### src/design/rbfe_defines.svh
// Purpose: Offsets, field positions, reset values and timing counts of the receiver front-end register bank
// Assumes: Byte addresses on the local register port; data in the low byte
// Notes: Definitions only
`ifndef RBFE_DEFINES_SVH
`define RBFE_DEFINES_SVH

// ****************************************
// Register offsets (byte addresses)
// ****************************************
`define RBFE_OFS_CLR1 8'h00
`define RBFE_OFS_CLR0 8'h04
`define RBFE_OFS_CLR2 8'h08
`define RBFE_OFS_LVL0 8'h10
`define RBFE_OFS_LVL1 8'h14
`define RBFE_OFS_LVL2 8'h18
`define RBFE_OFS_FECLR 8'h20
`define RBFE_OFS_STAT 8'h24
`define RBFE_OFS_ERR 8'h28
`define RBFE_OFS_MODE 8'h2C
`define RBFE_OFS_MASK 8'h30
`define RBFE_OFS_BSYEN 8'h34

// ****************************************
// Fields, reset values, codes
// ****************************************
`define RBFE_MODE_BIT 0
`define RBFE_BSYEN_BIT 0
`define RBFE_MODE_RST 1'b0
`define RBFE_BSYEN_RST 1'b0
`define RBFE_MASK_VAL 8'hFF
`define RBFE_HDR_LEN 7'h40
`define RBFE_PED_BYTE 7'h10
`define RBFE_GATE_STAT 2'h1
`define RBFE_GATE_ERR 2'h2
`define RBFE_GATE_SPARE 2'h3
`define RBFE_SPARE_VAL 8'h00

// ****************************************
// Timing
// ****************************************
`define RBFE_CLK_MHZ 125
`define RBFE_WDOG_US 1000

`endif

### src/design/rbfe_pkg.sv
// Purpose: Types shared by the receiver front-end register bank
// Assumes: Nothing beyond SystemVerilog packed types
// Notes: Constants live in rbfe_defines.svh
package rbfe_pkg;

	// Front-end framing events, one-cycle pulses
	typedef struct packed {
		logic hdr_start;
		logic evt_start;
		logic hdr_end;
		logic evt_end;
		logic link_err;
	} rbfe_evt_s;

	// Word from the deserialiser
	typedef struct packed {
		logic valid;
		logic is_hdr;
		logic [1:0] dest;
		logic [2:0] strb;
		logic [19:0] data;
	} rbfe_word_s;

	// Per-mezzanine data path
	typedef struct packed {
		logic [19:0] data;
		logic [2:0] strb;
	} rbfe_mezz_s;

	// Abort pulse generator, one-hot
	typedef enum logic [2:0] {
		RBFE_AB_IDLE = 3'b001,
		RBFE_AB_LOW1 = 3'b010,
		RBFE_AB_LOW2 = 3'b100
	} rbfe_abort_e;

endpackage : rbfe_pkg

### src/design/rbfe_regs.sv
// Purpose: Busy, front-end control/status registers and mezzanine sideband of the fiber receiver
// Assumes: One 125 MHz clock; all inputs synchronous to it
// Notes: Header bytes pass through an 8-word buffer on their way to the header memory
//
// Function
// - Write to clear-busy register n clears only mezzanine n busy flag.
// - Clear-busy registers read all three busy flags in bits 0..2.
// - Level-busy write n sets or clears only mezzanine n soft busy.
// - Level-busy registers read all three soft busy flags in bits 0..2.
// - Any write to front-end clear resets the front end.
// - Clearing the last busy flag also resets the front end.
// - Status: link ready, busy, spares zero, full event, event start, header start.
// - Errors: link, overrun, end missing, header length not 64, spares zero.
// - Mode bit 0: 1 silicon, 0 drift; resets 0; silicon enables pedestal strobe.
// - Busy-output enable bit 0 gates the busy output; reset disables.
// - Abort pulse is active low, two clocks, on request while ready or reset.
// - Active-low end-of-event level holds until front-end clear.
// - Each mezzanine gets a 20-bit data bus and three strobes.
// - Pedestal strobe marks header byte 16, duplicated on both word halves.
// - Active-low fault interrupt ORs latched faults; cleared by front-end clear or abort.
// - Watchdog starts at event end; expiry without front-end clear latches a fault.
// - Header bytes go out with active-low enable, strobe and 10-bit bus.
// - Header-done level sets at header end, clears on front-end clear.
// - Read gate 01 status, 10 errors, 11 spare register.
// - Drift mode line is the inverse of the mode bit.
// - Reset disables busy output, selects drift mode, clears flags and front end.
// - Registers hold up to eight bits in the low byte on aligned words.
`timescale 1ns/1ns
`include "rbfe_defines.svh"
`default_nettype none

// ****************************************
// Header byte buffer
// ****************************************
module rbfe_fifo #(
	parameter int WIDTH = 10,
	parameter int DEPTH = 8
) (
	// Clock and reset
	input wire logic clk_i,
	input wire logic rst_n_i,
	// Fill side
	input wire logic in_valid_i,
	input wire logic [WIDTH-1:0] in_data_i,
	output logic in_ready_o,
	// Drain side
	output logic out_valid_o,
	output logic [WIDTH-1:0] out_data_o,
	input wire logic out_ready_i
);
	localparam int AW = $clog2(DEPTH);
	logic [WIDTH-1:0] mem_ff [DEPTH];
	logic [AW-1:0] wr_ptr_ff, nxt_wr_ptr, rd_ptr_ff, nxt_rd_ptr;
	logic [AW:0] count_ff, nxt_count;
	logic push, pop;

	// Ready and valid come from the count so full and empty are exact
	assign in_ready_o = (count_ff != (AW+1)'(DEPTH));
	assign out_valid_o = (count_ff != '0);
	assign out_data_o = mem_ff[rd_ptr_ff];
	assign push = in_valid_i & in_ready_o;
	assign pop = out_valid_o & out_ready_i;

	// Pointer and count update
	always_comb begin
		nxt_wr_ptr = push ? AW'((wr_ptr_ff + 1'b1) % DEPTH) : wr_ptr_ff;
		nxt_rd_ptr = pop ? AW'((rd_ptr_ff + 1'b1) % DEPTH) : rd_ptr_ff;
		nxt_count = count_ff + (AW+1)'(push) - (AW+1)'(pop);
	end

	// Storage needs no reset
	always_ff @(posedge clk_i) begin
		if (push) begin
			mem_ff[wr_ptr_ff] <= in_data_i;
		end
	end

	always_ff @(posedge clk_i or negedge rst_n_i) begin
		if (!rst_n_i) begin
			wr_ptr_ff <= '0;
			rd_ptr_ff <= '0;
			count_ff <= '0;
		end else begin
			wr_ptr_ff <= nxt_wr_ptr;
			rd_ptr_ff <= nxt_rd_ptr;
			count_ff <= nxt_count;
		end
	end
endmodule : rbfe_fifo

// ****************************************
// Register bank and front-end sideband
// ****************************************
module rbfe_regs #(
	parameter int WDOG_CYCLES = `RBFE_WDOG_US * `RBFE_CLK_MHZ,
	parameter int HDR_DEPTH = 8
) (
	// Clock and reset
	input wire logic core_clk_i,
	input wire logic rst_n_i,
	// Local register port
	input wire logic [7:0] bus_addr_i,
	input wire logic bus_wr_i,
	input wire logic bus_rd_i,
	input wire logic [31:0] bus_wdata_i,
	output logic [31:0] bus_rdata_o,
	// Deserialiser side
	input wire logic link_ready_i,
	input wire rbfe_pkg::rbfe_evt_s evt_i,
	input wire rbfe_pkg::rbfe_word_s word_i,
	output logic word_ready_o,
	input wire logic abort_req_i,
	// Mezzanine side
	output rbfe_pkg::rbfe_mezz_s [2:0] mezz_bus_o,
	output logic pedestal_strobe_o,
	output logic abort_pulse_n_o,
	output logic event_end_n_o,
	output logic fault_irq_n_o,
	output logic event_end_watchdog_n_o,
	input wire logic [1:0] frontend_read_gate_i,
	output logic [7:0] frontend_reg_o,
	// Header memory side
	input wire logic hdr_mem_ready_i,
	output logic hdr_serial_en_n_o,
	output logic hdr_serial_strobe_o,
	output logic [9:0] latched_header_bus_o,
	output logic header_done_o,
	output logic hdr_mask_init_o,
	// Board level
	output logic frontend_clear_o,
	output logic drift_mode_line_o,
	output logic busy_out_o
);
	// Register state
	logic [2:0] clear_flag_ff, nxt_clear_flag;
	logic [2:0] level_flag_ff, nxt_level_flag;
	logic mode_ff, nxt_mode;
	logic busy_out_on_ff, nxt_busy_out_on;
	logic [31:0] rdata_ff, nxt_rdata;
	// Front-end state
	logic busy_ff, nxt_busy, full_evt_ff, nxt_full_evt, evt_seen_ff, nxt_evt_seen, hdr_seen_ff, nxt_hdr_seen;
	logic link_fault_ff, nxt_link_fault, overrun_fault_ff, nxt_overrun_fault;
	logic end_missing_fault_ff, nxt_end_missing_fault, header_length_fault_ff, nxt_header_length_fault;
	logic eoe_ff, nxt_eoe, hdr_done_ff, nxt_hdr_done, wdog_run_ff, nxt_wdog_run;
	logic [31:0] wdog_cnt_ff, nxt_wdog_cnt;
	logic [6:0] hdr_cnt_ff, nxt_hdr_cnt;
	rbfe_pkg::rbfe_abort_e ab_ff, nxt_ab;
	// Output flops
	rbfe_pkg::rbfe_mezz_s [2:0] mezz_ff, nxt_mezz;
	logic ped_ff, nxt_ped, hdr_serial_en_n_n_ff, nxt_hdr_serial_en_n_n, ser_stb_ff, nxt_ser_stb;
	logic [9:0] lhd_ff, nxt_lhd;
	logic mask_ff, nxt_mask, feclr_ff, fault_n_ff, nxt_fault_n, busy_out_ff, nxt_busy_out;
	logic [7:0] fe_reg_ff, nxt_fe_reg;
	// Internal
	logic [7:0] status_byte, error_byte;
	logic wr_clr, frontend_clear_sig, abort_now, hdr_push, fifo_ready, fifo_valid;
	logic [9:0] fifo_data;

	// Write decode; a clear that empties the last flag is an automatic front-end clear
	always_comb begin
		nxt_clear_flag = clear_flag_ff;
		nxt_level_flag = level_flag_ff;
		nxt_mode = mode_ff;
		nxt_busy_out_on = busy_out_on_ff;
		nxt_mask = 1'b0;
		wr_clr = 1'b0;
		if (bus_wr_i) begin
			case (bus_addr_i)
				`RBFE_OFS_CLR0: nxt_clear_flag[0] = 1'b0;
				`RBFE_OFS_CLR1: nxt_clear_flag[1] = 1'b0;
				`RBFE_OFS_CLR2: nxt_clear_flag[2] = 1'b0;
				`RBFE_OFS_LVL0: nxt_level_flag[0] = bus_wdata_i[0];
				`RBFE_OFS_LVL1: nxt_level_flag[1] = bus_wdata_i[1];
				`RBFE_OFS_LVL2: nxt_level_flag[2] = bus_wdata_i[2];
				`RBFE_OFS_FECLR: wr_clr = 1'b1;
				`RBFE_OFS_MODE: nxt_mode = bus_wdata_i[`RBFE_MODE_BIT];
				`RBFE_OFS_MASK: nxt_mask = (bus_wdata_i[7:0] == `RBFE_MASK_VAL);
				`RBFE_OFS_BSYEN: nxt_busy_out_on = bus_wdata_i[`RBFE_BSYEN_BIT];
				default: nxt_mask = 1'b0;
			endcase
		end
		frontend_clear_sig = wr_clr | ((clear_flag_ff != 3'h0) & (nxt_clear_flag == 3'h0));
		// An event end sets every busy flag and wins over a same-cycle clear
		if (evt_i.evt_end) begin
			nxt_clear_flag = 3'h7;
		end
	end

	// Status and error bytes; spare bits read zero
	assign status_byte = {link_ready_i, busy_ff, 3'h0, full_evt_ff, evt_seen_ff, hdr_seen_ff};
	assign error_byte = {link_fault_ff, overrun_fault_ff, end_missing_fault_ff, header_length_fault_ff, 4'h0};

	// Read mux; upper bytes and unmapped offsets read zero
	always_comb begin
		nxt_rdata = rdata_ff;
		if (bus_rd_i) begin
			case (bus_addr_i)
				`RBFE_OFS_CLR0, `RBFE_OFS_CLR1, `RBFE_OFS_CLR2: nxt_rdata = {29'h0, clear_flag_ff};
				`RBFE_OFS_LVL0, `RBFE_OFS_LVL1, `RBFE_OFS_LVL2: nxt_rdata = {29'h0, level_flag_ff};
				`RBFE_OFS_STAT: nxt_rdata = {24'h0, status_byte};
				`RBFE_OFS_ERR: nxt_rdata = {24'h0, error_byte};
				`RBFE_OFS_MODE: nxt_rdata = {31'h0, mode_ff};
				`RBFE_OFS_BSYEN: nxt_rdata = {31'h0, busy_out_on_ff};
				default: nxt_rdata = 32'h0;
			endcase
		end
	end

	// Abort: two low cycles on request while the link is ready, and once after reset
	assign abort_now = (ab_ff != rbfe_pkg::RBFE_AB_IDLE);
	always_comb begin
		case (ab_ff)
			rbfe_pkg::RBFE_AB_IDLE: nxt_ab = (abort_req_i & link_ready_i) ? rbfe_pkg::RBFE_AB_LOW1
				: rbfe_pkg::RBFE_AB_IDLE;
			rbfe_pkg::RBFE_AB_LOW1: nxt_ab = rbfe_pkg::RBFE_AB_LOW2;
			rbfe_pkg::RBFE_AB_LOW2: nxt_ab = rbfe_pkg::RBFE_AB_IDLE;
			default: nxt_ab = rbfe_pkg::RBFE_AB_IDLE;
		endcase
	end

	// Front-end framing, fault latches and watchdog; new events win over a clear
	always_comb begin
		nxt_busy = busy_ff;
		nxt_full_evt = full_evt_ff;
		nxt_evt_seen = evt_seen_ff;
		nxt_hdr_seen = hdr_seen_ff;
		nxt_eoe = eoe_ff;
		nxt_hdr_done = hdr_done_ff;
		nxt_link_fault = link_fault_ff;
		nxt_overrun_fault = overrun_fault_ff;
		nxt_end_missing_fault = end_missing_fault_ff;
		nxt_header_length_fault = header_length_fault_ff;
		nxt_wdog_run = wdog_run_ff;
		nxt_wdog_cnt = wdog_cnt_ff;
		nxt_hdr_cnt = hdr_cnt_ff;
		if (frontend_clear_sig) begin
			// Mezzanines are expected to have acknowledged any fault by now
			nxt_busy = 1'b0;
			nxt_full_evt = 1'b0;
			nxt_evt_seen = 1'b0;
			nxt_hdr_seen = 1'b0;
			nxt_eoe = 1'b0;
			nxt_hdr_done = 1'b0;
			nxt_wdog_run = 1'b0;
		end
		if (frontend_clear_sig | abort_now) begin
			nxt_link_fault = 1'b0;
			nxt_overrun_fault = 1'b0;
			nxt_end_missing_fault = 1'b0;
			nxt_header_length_fault = 1'b0;
		end
		if (evt_i.hdr_start) begin
			nxt_hdr_seen = 1'b1;
			nxt_hdr_cnt = 7'h0;
		end else if (hdr_push) begin
			nxt_hdr_cnt = hdr_cnt_ff + 7'h1;
		end
		if (evt_i.evt_start) begin
			nxt_overrun_fault = overrun_fault_ff | busy_ff;
			nxt_busy = 1'b1;
			nxt_evt_seen = 1'b1;
		end
		if (evt_i.hdr_end) begin
			nxt_hdr_done = 1'b1;
			nxt_header_length_fault = (hdr_cnt_ff != `RBFE_HDR_LEN) | header_length_fault_ff;
		end
		if (evt_i.link_err) begin
			nxt_link_fault = 1'b1;
		end
		if (evt_i.evt_end) begin
			nxt_full_evt = 1'b1;
			nxt_eoe = 1'b1;
			nxt_wdog_run = 1'b1;
			nxt_wdog_cnt = 32'h0;
		end else if (wdog_run_ff) begin
			if (wdog_cnt_ff == 32'(WDOG_CYCLES - 1)) begin
				nxt_end_missing_fault = 1'b1;
				nxt_wdog_run = 1'b0;
			end else begin
				nxt_wdog_cnt = wdog_cnt_ff + 32'h1;
			end
		end
	end

	// Header bytes queue toward the serial memory port; a full buffer stalls the source
	assign hdr_push = word_i.valid & word_i.is_hdr & fifo_ready;
	rbfe_fifo #(
		.WIDTH(10),
		.DEPTH(HDR_DEPTH)
	) u_hdr_fifo (
		.clk_i(core_clk_i),
		.rst_n_i(rst_n_i),
		.in_valid_i(word_i.valid & word_i.is_hdr),
		.in_data_i(word_i.data[9:0]),
		.in_ready_o(fifo_ready),
		.out_valid_o(fifo_valid),
		.out_data_o(fifo_data),
		.out_ready_i(hdr_mem_ready_i)
	);

	// Mezzanine data, pedestal, header port and gated readback
	always_comb begin
		nxt_mezz = '0;
		for (int m = 0; m < 3; m++) begin
			if (word_i.valid & ~word_i.is_hdr & (word_i.dest == 2'(m))) begin
				nxt_mezz[m].data = word_i.data;
				nxt_mezz[m].strb = word_i.strb;
			end
		end
		nxt_ped = 1'b0;
		if (mode_ff & hdr_push & (hdr_cnt_ff == `RBFE_PED_BYTE)) begin
			nxt_ped = 1'b1;
			for (int m = 0; m < 3; m++) begin
				nxt_mezz[m].data = {word_i.data[9:0], word_i.data[9:0]};
			end
		end
		nxt_ser_stb = fifo_valid & hdr_mem_ready_i;
		nxt_hdr_serial_en_n_n = ~(fifo_valid & hdr_mem_ready_i);
		nxt_lhd = (fifo_valid & hdr_mem_ready_i) ? fifo_data : lhd_ff;
		nxt_fault_n = ~(nxt_link_fault | nxt_overrun_fault | nxt_end_missing_fault
			| nxt_header_length_fault);
		nxt_busy_out = busy_out_on_ff & (busy_ff | (|clear_flag_ff) | (|level_flag_ff));
		case (frontend_read_gate_i)
			`RBFE_GATE_STAT: nxt_fe_reg = status_byte;
			`RBFE_GATE_ERR: nxt_fe_reg = error_byte;
			`RBFE_GATE_SPARE: nxt_fe_reg = `RBFE_SPARE_VAL;
			default: nxt_fe_reg = 8'h00;
		endcase
	end

	// All state registers; reset restores the documented defaults
	always_ff @(posedge core_clk_i or negedge rst_n_i) begin
		if (!rst_n_i) begin
			clear_flag_ff <= 3'h0;
			level_flag_ff <= 3'h0;
			mode_ff <= `RBFE_MODE_RST;
			busy_out_on_ff <= `RBFE_BSYEN_RST;
			rdata_ff <= 32'h0;
			busy_ff <= 1'b0;
			full_evt_ff <= 1'b0;
			evt_seen_ff <= 1'b0;
			hdr_seen_ff <= 1'b0;
			link_fault_ff <= 1'b0;
			overrun_fault_ff <= 1'b0;
			end_missing_fault_ff <= 1'b0;
			header_length_fault_ff <= 1'b0;
			eoe_ff <= 1'b0;
			hdr_done_ff <= 1'b0;
			wdog_run_ff <= 1'b0;
			wdog_cnt_ff <= 32'h0;
			hdr_cnt_ff <= 7'h0;
			ab_ff <= rbfe_pkg::RBFE_AB_LOW1;
			mezz_ff <= '0;
			ped_ff <= 1'b0;
			hdr_serial_en_n_n_ff <= 1'b1;
			ser_stb_ff <= 1'b0;
			lhd_ff <= 10'h0;
			mask_ff <= 1'b0;
			feclr_ff <= 1'b0;
			fault_n_ff <= 1'b1;
			busy_out_ff <= 1'b0;
			fe_reg_ff <= 8'h00;
		end else begin
			clear_flag_ff <= nxt_clear_flag;
			level_flag_ff <= nxt_level_flag;
			mode_ff <= nxt_mode;
			busy_out_on_ff <= nxt_busy_out_on;
			rdata_ff <= nxt_rdata;
			busy_ff <= nxt_busy;
			full_evt_ff <= nxt_full_evt;
			evt_seen_ff <= nxt_evt_seen;
			hdr_seen_ff <= nxt_hdr_seen;
			link_fault_ff <= nxt_link_fault;
			overrun_fault_ff <= nxt_overrun_fault;
			end_missing_fault_ff <= nxt_end_missing_fault;
			header_length_fault_ff <= nxt_header_length_fault;
			eoe_ff <= nxt_eoe;
			hdr_done_ff <= nxt_hdr_done;
			wdog_run_ff <= nxt_wdog_run;
			wdog_cnt_ff <= nxt_wdog_cnt;
			hdr_cnt_ff <= nxt_hdr_cnt;
			ab_ff <= nxt_ab;
			mezz_ff <= nxt_mezz;
			ped_ff <= nxt_ped;
			hdr_serial_en_n_n_ff <= nxt_hdr_serial_en_n_n;
			ser_stb_ff <= nxt_ser_stb;
			lhd_ff <= nxt_lhd;
			mask_ff <= nxt_mask;
			feclr_ff <= frontend_clear_sig;
			fault_n_ff <= nxt_fault_n;
			busy_out_ff <= nxt_busy_out;
			fe_reg_ff <= nxt_fe_reg;
		end
	end

	// Outputs, each from flops; abort pulse and word ready pass through decode logic
	assign bus_rdata_o = rdata_ff;
	assign word_ready_o = fifo_ready;
	assign mezz_bus_o = mezz_ff;
	assign pedestal_strobe_o = ped_ff;
	assign abort_pulse_n_o = ~abort_now;
	assign event_end_n_o = ~eoe_ff;
	assign fault_irq_n_o = fault_n_ff;
	assign event_end_watchdog_n_o = ~end_missing_fault_ff;
	assign frontend_reg_o = fe_reg_ff;
	assign hdr_serial_en_n_o = hdr_serial_en_n_n_ff;
	assign hdr_serial_strobe_o = ser_stb_ff;
	assign latched_header_bus_o = lhd_ff;
	assign header_done_o = hdr_done_ff;
	assign hdr_mask_init_o = mask_ff;
	assign frontend_clear_o = feclr_ff;
	assign drift_mode_line_o = ~mode_ff;
	assign busy_out_o = busy_out_ff;
endmodule : rbfe_regs

`default_nettype wire

### config.mk
export PLATFORM = sky130hd
export DESIGN_NAME = rbfe_regs
export DESIGN_NICKNAME = d
export VERILOG_FILES = /design/src/design/rbfe_pkg.sv /design/src/design/rbfe_regs.sv
export VERILOG_INCLUDE_DIRS = /design/src /design/src/design
export SDC_FILE = /design/constraint.sdc
export NUM_CORES = 1
export LEC_CHECK = 0
export ABC_AREA = 1
export BUFFER_PORTS_ARGS = -buffer_cell sky130_fd_sc_hd__buf_2
export CORE_ASPECT_RATIO = 0.9
export CORE_MARGIN = 1
export CORE_UTILIZATION = 48
export CTS_CLUSTER_DIAMETER = 150
export DETAILED_ROUTE_END_ITERATION = 12
export PLACE_DENSITY = 0.76
export SLEW_MARGIN = 25
export SYNTH_ARGS = -nofsm -noshare
export SYNTH_HDL_FRONTEND = slang
export SYNTH_SLANG_ARGS = --single-unit
### constraint.sdc
create_clock -name core_clk_i -period 6.5 [get_ports core_clk_i]
set_input_delay 0.975 -clock core_clk_i [delete_from_list [all_inputs] [get_ports core_clk_i]]
set_output_delay 0.975 -clock core_clk_i [all_outputs]
set_load 0.1 [all_outputs]
# Word level (Yosys, flattened, before mapping)
# Memories as Yosys holds them, arrays and structs flattened. A register that Yosys moved wholly into a read port is not among the register bits.
# Index checks and enable logic that the tools add are counted.
[op_classes]
add_sub_neg = 6
n_eq_ne = 24
bitwise_logic = 28
reduce_logical = 22
muxes = 46
[ops]
columns = ["op", "count"]
rows = [
  ["two-way mux 32 bit", 3],
  ["two-way mux 23 bit", 3],
  ["two-way mux 20 bit", 3],
  ["== test 8 x 6 -> 1 bit (second input constant)", 6],
  ["one-hot mux 8 bit (6 select lines)", 1],
  ["adder 32 x 1 -> 32 bit (second input constant)", 1],
  ["== test 32 x 17 -> 1 bit (second input constant)", 1],
  ["two-way mux 1 bit", 29],
  ["== test 8 x 5 -> 1 bit (second input constant)", 3],
  ["one-hot mux 8 bit (2 select lines)", 1],
  ["two-way mux 7 bit", 2],
  ["bitwise AND 1 bit", 12],
  ["AND reduction 2 bit", 6],
  ["nonzero test 2 bit", 6],
  ["OR reduction 3 bit", 4],
  ["bitwise OR 1 bit", 9],
  ["== test 8 x 3 -> 1 bit (second input constant)", 1],
  ["== test 8 x 4 -> 1 bit (second input constant)", 1],
  ["== test 8 bit (second input constant)", 1],
  ["zero test 8 bit", 1],
  ["adder 7 x 1 -> 7 bit (second input constant)", 1],
  ["== test 7 x 5 -> 1 bit (second input constant)", 1],
  ["!= test 7 bit (second input constant)", 1],
  ["NOT 1 bit", 7],
  ["other kinds (18)", 22],
]
[word_totals]
register_bits = 185
in_bits = 81
ram_bits = 80
n_memories = 1
[mem_list]
columns = ["memory", "words", "word_bits", "rd", "rd_ports_with_merged_regs", "write_ports", "line", "rtl"]
rows = [
  ["u_hdr_fifo.mem_ff", 8, 10, 1, 1, 1, "rbfe_regs.sv:52", "logic [WIDTH-1:0] mem_ff [DEPTH];"],
]

# Longest topological paths before layout
[logic_depth]
depth_word = 14
ltp_mapped = 12

# Hierarchy
# Synthesis repeated with hierarchy kept, for this count alone.
[unflattened]
hier_cells = 1248
area_unflattened_um2 = 11373.4
[modules_own_cells]
columns = ["mod", "cells_per_inst", "area_each_um2", "n_inst"]
rows = [
  ["rbfe_regs", 836, 7220.7, 1],
  ["rbfe_fifo", 412, 4152.7, 1],
]

# Worst setup path before layout
# OpenSTA, ideal clock, no wires.
[synth_timing]
path_kind = "register -> register"
start = "register u_hdr_fifo.count_ff[2]"
end = "memory u_hdr_fifo.mem_ff[4][0] (enable)"
n_path_buf = 1
arrival_time_ns = 2.892
t_required_ns = 6.110
slack_ns = 3.218
stages_incl_launch_ff = 8
path_cell_list = "dfrtp_1 inv_1 ha_1 nand3_1 nand3_1 clkbuf_1 or2_2 nor3_1"
[synth_via]
elab_chain_len = 4
[synth_lines]
columns = ["element", "line", "rtl"]
rows = [
  ["start, declared", "rbfe_regs.sv:54", "logic [AW:0] count_ff, nxt_count;"],
  ["start signal, assigned", "rbfe_regs.sv:86", "count_ff <= nxt_count;"],
  ["!= test 4 bit", "rbfe_regs.sv:58", "assign in_ready_o = (count_ff != (AW+1)'(DEPTH));"],
  ["net word_ready_o", "rbfe_regs.sv:111", "output logic word_ready_o,"],
  ["bitwise AND 1 bit", "rbfe_regs.sv:61", "assign push = in_valid_i & in_ready_o;"],
  ["two-way mux 1 bit", "rbfe_regs.sv:73", "if (push) begin"],
  ["two-way mux 1 bit (not written as such)", "rbfe_regs.sv:74", "mem_ff[wr_ptr_ff] <= in_data_i;"],
  ["end, declared", "rbfe_regs.sv:52", ""],
]
# The timed path passes the listed nets, and every way through them passes these cells.

# Worst setup path in the final report
[layout_timing]
start = "register ab_ff[1]"
end = "output port abort_pulse_n_o"
[layout_via]
elab_chain_len = 2
[layout_lines]
columns = ["element", "line", "rtl"]
rows = [
  ["start, declared", "rbfe_regs.sv:147", "rbfe_pkg::rbfe_abort_e ab_ff, nxt_ab;"],
  ["start signal, assigned", "rbfe_regs.sv:352", "ab_ff <= rbfe_pkg::RBFE_AB_LOW1;"],
  ["start signal, assigned", "rbfe_regs.sv:382", "ab_ff <= nxt_ab;"],
  ["!= test 3 x 1 -> 1 bit", "rbfe_regs.sv:210", "assign abort_now = (ab_ff != rbfe_pkg::RBFE_AB_IDLE);"],
  ["NOT 1 bit", "rbfe_regs.sv:401", "assign abort_pulse_n_o = ~abort_now;"],
  ["end, declared", "rbfe_regs.sv:116", "output logic abort_pulse_n_o,"],
]
# No other way between the ends.

==> results by group <==
Outcome
  – Status: complete, no violations

Floorplanning
  – Cell row count: 51
  – Die area: 23000 sq um
  – Ports: 213
  – Die width: 160 microns
  – Core area: 21800 sq um
  – Starting density of the core: 49.3%
  – Die H: between 100 and 150 microns

Worst setup path
  – CP required: 5.52 ns
  – CP Max Fanout: 6
  – CP startpoint kind: register
  – Setup crit end kind: primary output
  – WP data arrival: 1.87 ns
  – Worst setup path class: register to primary output

STA
  – Minimum clock period: approximately 2.8 ns
  – TNS Setup: 0 ns
  – Setup violations, final: 0
  – Clock Skew: 0.0177 ns
  – Achievable frequency: 0.352 GHz
  – Slew Viols, Final: 0
  – Tcrit/Tclk final: 43.7%
  – Final Hold Fails: 0
  – Final WS setup: 3.66 ns
  – Least-Margin Pin Slew: roughly 1.1 ns
  – RSZ-0062 raised after global routing: false
  – Relative slew slack: roughly 29%

Placement
  – HPWL Detailed: 18100 microns
  – Setup slack after placement: ~3.4 ns
  – Area post-placement: about 12000 sq um
  – GPL Wtd Cong: 0.904
  – Port bufs: between 150 and 200

Final layout
  – Commonest non-fill, non-tap cell in the layout: nand2_1
  – Nets: 1351
  – Most frequent cells in the layout: 183 x nand2_1, 166 x dfrtp_1, 161 x buf_2
  – # fillers: 1874
  – Final Instance Area: 12600 sq um
  – Layout cells sized above 1: 18.5%
  – Area grow syn2layout: 16.8%

Logic synthesis
  – Cell variety after synth: 45
  – Avg Inst Size Synth: 9.84 sq um
  – Synth Warn #: 0
  – Register bit total from synthesis: 249
  – Syn Inst Count: around 1100
  – Number of flops mapped to enable cells by yosys: 80
  – Register area share after synthesis: 61.7%
  – Synthesized cell area: 10800 sq um
  – Prevailing post-synth register cell: dfrtp_1
  – Ys async rst share: 67.9%

Clocking
  – H-tree depth: 1
  – Clk slew on worst S/H paths: roughly 0.06 ns
  – TritonCTS clock tree: yes
  – CTS Buf Count: 26
  – Clock Sinks: 249
  – Cts hold-fix bufs: 0
  – Clk buf depth: 3
  – Post-cts sizing count: 0
  – Clk_lat worst skew: 0.53 ns
  – Post-CTS Setup Bufs: 0
  – Root buf cell: clkbuf_16

Route
  – Final WL: 25800 microns
  – Vias: 8178
  – Via density: 5.22
  – Drt pass-1 iters: 5
  – Avg WL per Cell: 16.5 microns
  – Detailed Route Iter0 Violations: 668
  – Remaining DRCs: 0
  – Final ANT Viol Nets: 0

Global route
  – Remaining Overflow, GRT: 0
  – Largest net degree at the start of global routing: 97
  – First-pass GRT wire length: 41100 microns
  – Gr usage total: approximately 23%
  – Vias in the first global route: 7885
  – Initial antenna violation count: 1

Flow run
  – Max-Cap Viols: 0

Power
  – PD cells: 343 nW/um^2
  – P_leak: 5.85 nW
  – Worst vdd ir: 0.000326 V

Hold path
  – HP Class: register to register
[cells by family after synthesis]
| family | count (synthesis) | share of synthesized area [%] |
|---|---|---|
| and+or+nand+nor | 460 | 18.4 |
| DFF | 249 | 61.7 |
| AOI/OAI and AO/OA | 181 | 9.88 |
| buffers and inverters | 173 | 7.17 |
| xor gates and xnor gates | 14 | 1.14 |
| adders and majority gates | 14 | 1.70 |
| other | 1 | 0.0349 |
[final cells by class]
class                      count  area [sq um]  share of cell area (%)
clock buffer                  38           726                    5.78
antenna                        1          2.50                  0.0199
multi-input combinational    695          3440                    27.4
tap                          291           364                    2.90
sequential                   249          6640                    52.8
inverter                     116           435                    3.47
timing repair buffer         168           866                    6.89
clock inverter                 9          91.3                   0.727
[metrics by stage]
step                hold slack, ns  utilization, %  total power (W)  std cells
finish                       0.439            57.5          0.00431       1567
floorplan                    0.418               -          0.00269       1117
global route                 0.455            57.5          0.00451       1566
CTS                          0.440            57.5          0.00434       1566
detailed placement           0.432            53.8          0.00294       1519
global placement             0.427            53.8          0.00290       1519
[flip-flops by register name (all words and copies together) (netlist names), 3 cells and up]
name / cells
level_flag_ff: 3
frontend_reg_o: 7
bus_rdata_o: 7
u_hdr_fifo.mem_ff: 80
u_hdr_fifo.wr_ptr_ff: 3
u_hdr_fifo.rd_ptr_ff: 3
latched_header_bus_o: 10
wdog_cnt_ff: 32
mezz_bus_o: 69
ab_ff: 3
clear_flag_ff: 3
hdr_cnt_ff: 7
u_hdr_fifo.count_ff: 4
[cell usage after synthesis (2+ instances only)]
| library cell | n | share of area, % |
|---|---|---|
| nand2_1 | 183 | 6.4 |
| o22ai_1 | 16 | 0.93 |
| nand3b_1 | 6 | 0.42 |
| inv_2 | 2 | 0.070 |
| nand4_1 | 26 | 1.5 |
| o21ai_0 | 96 | 4.5 |
| inv_1 | 114 | 4.0 |
| a31oi_1 | 3 | 0.17 |
| a21oi_1 | 20 | 0.93 |
| nand3_1 | 48 | 2.2 |
| or2_2 | 4 | 0.23 |
| nor2_1 | 155 | 5.4 |
| dfrtp_1 | 166 | 39 |
| xnor2_1 | 4 | 0.33 |
| o221ai_1 | 10 | 0.81 |
| o31ai_1 | 2 | 0.14 |
| xor2_1 | 10 | 0.81 |
| nor3_1 | 27 | 1.3 |
| edfxtp_1 | 80 | 22 |
| nor2_2 | 4 | 0.23 |
| dfstp_2 | 3 | 0.73 |
| clkbuf_1 | 24 | 0.84 |
| o211ai_1 | 10 | 0.70 |
| o21ai_1 | 10 | 0.47 |
| buf_2 | 4 | 0.19 |
| o21ai_2 | 9 | 0.73 |
| ha_1 | 13 | 1.5 |
| buf_4 | 26 | 1.8 |
[where the power goes]
part | total, W | internal, W | switching (W)
clock | 0.00140 | 0.000817 | 0.000586
combinational | 0.00109 | 0.000231 | 0.000858
sequential | 0.00182 | 0.00175 | 0.0000723
[final timing paths]
kind / startpoint / endpoint / slack (ns) / cells after the start
min in group asynchronous: rst_n_i / latched_header_bus_o[0]$_DFFE_PN0P_ / 0.49 / 1
min reg2reg: ab_ff[0]$_DFF_PN0_ / ab_ff[2]$_DFF_PN0_ / 0.44 / 1
max: ab_ff[1]$_DFF_PN1_ / abort_pulse_n_o / 3.66 / 4
min: ab_ff[0]$_DFF_PN0_ / ab_ff[2]$_DFF_PN0_ / 0.44 / 1
max in group asynchronous: rst_n_i / wdog_cnt_ff[8]$_DFFE_PN0P_ / 4.80 / 2
max reg2reg: wdog_cnt_ff[0]$_DFFE_PN0P_ / wdog_cnt_ff[9]$_DFFE_PN0P_ / 3.77 / 9
[critical path, stage by stage, from the launching register on]
cell     delay [ns]
dfstp_2        0.36
inv_1          0.06
nand2_1        0.05
nor2_1         0.36
buf_2          0.52
[layer usage]
layer	wire length (microns)	part of all wire [%]	GRT usage (%)
met5	0	0	0
met4	552	2.1	6.28
met3	1760	6.8	3.87
met2	12100	47	37.6
met1	11400	44	31.3
(Power assumes the default switching activity.)
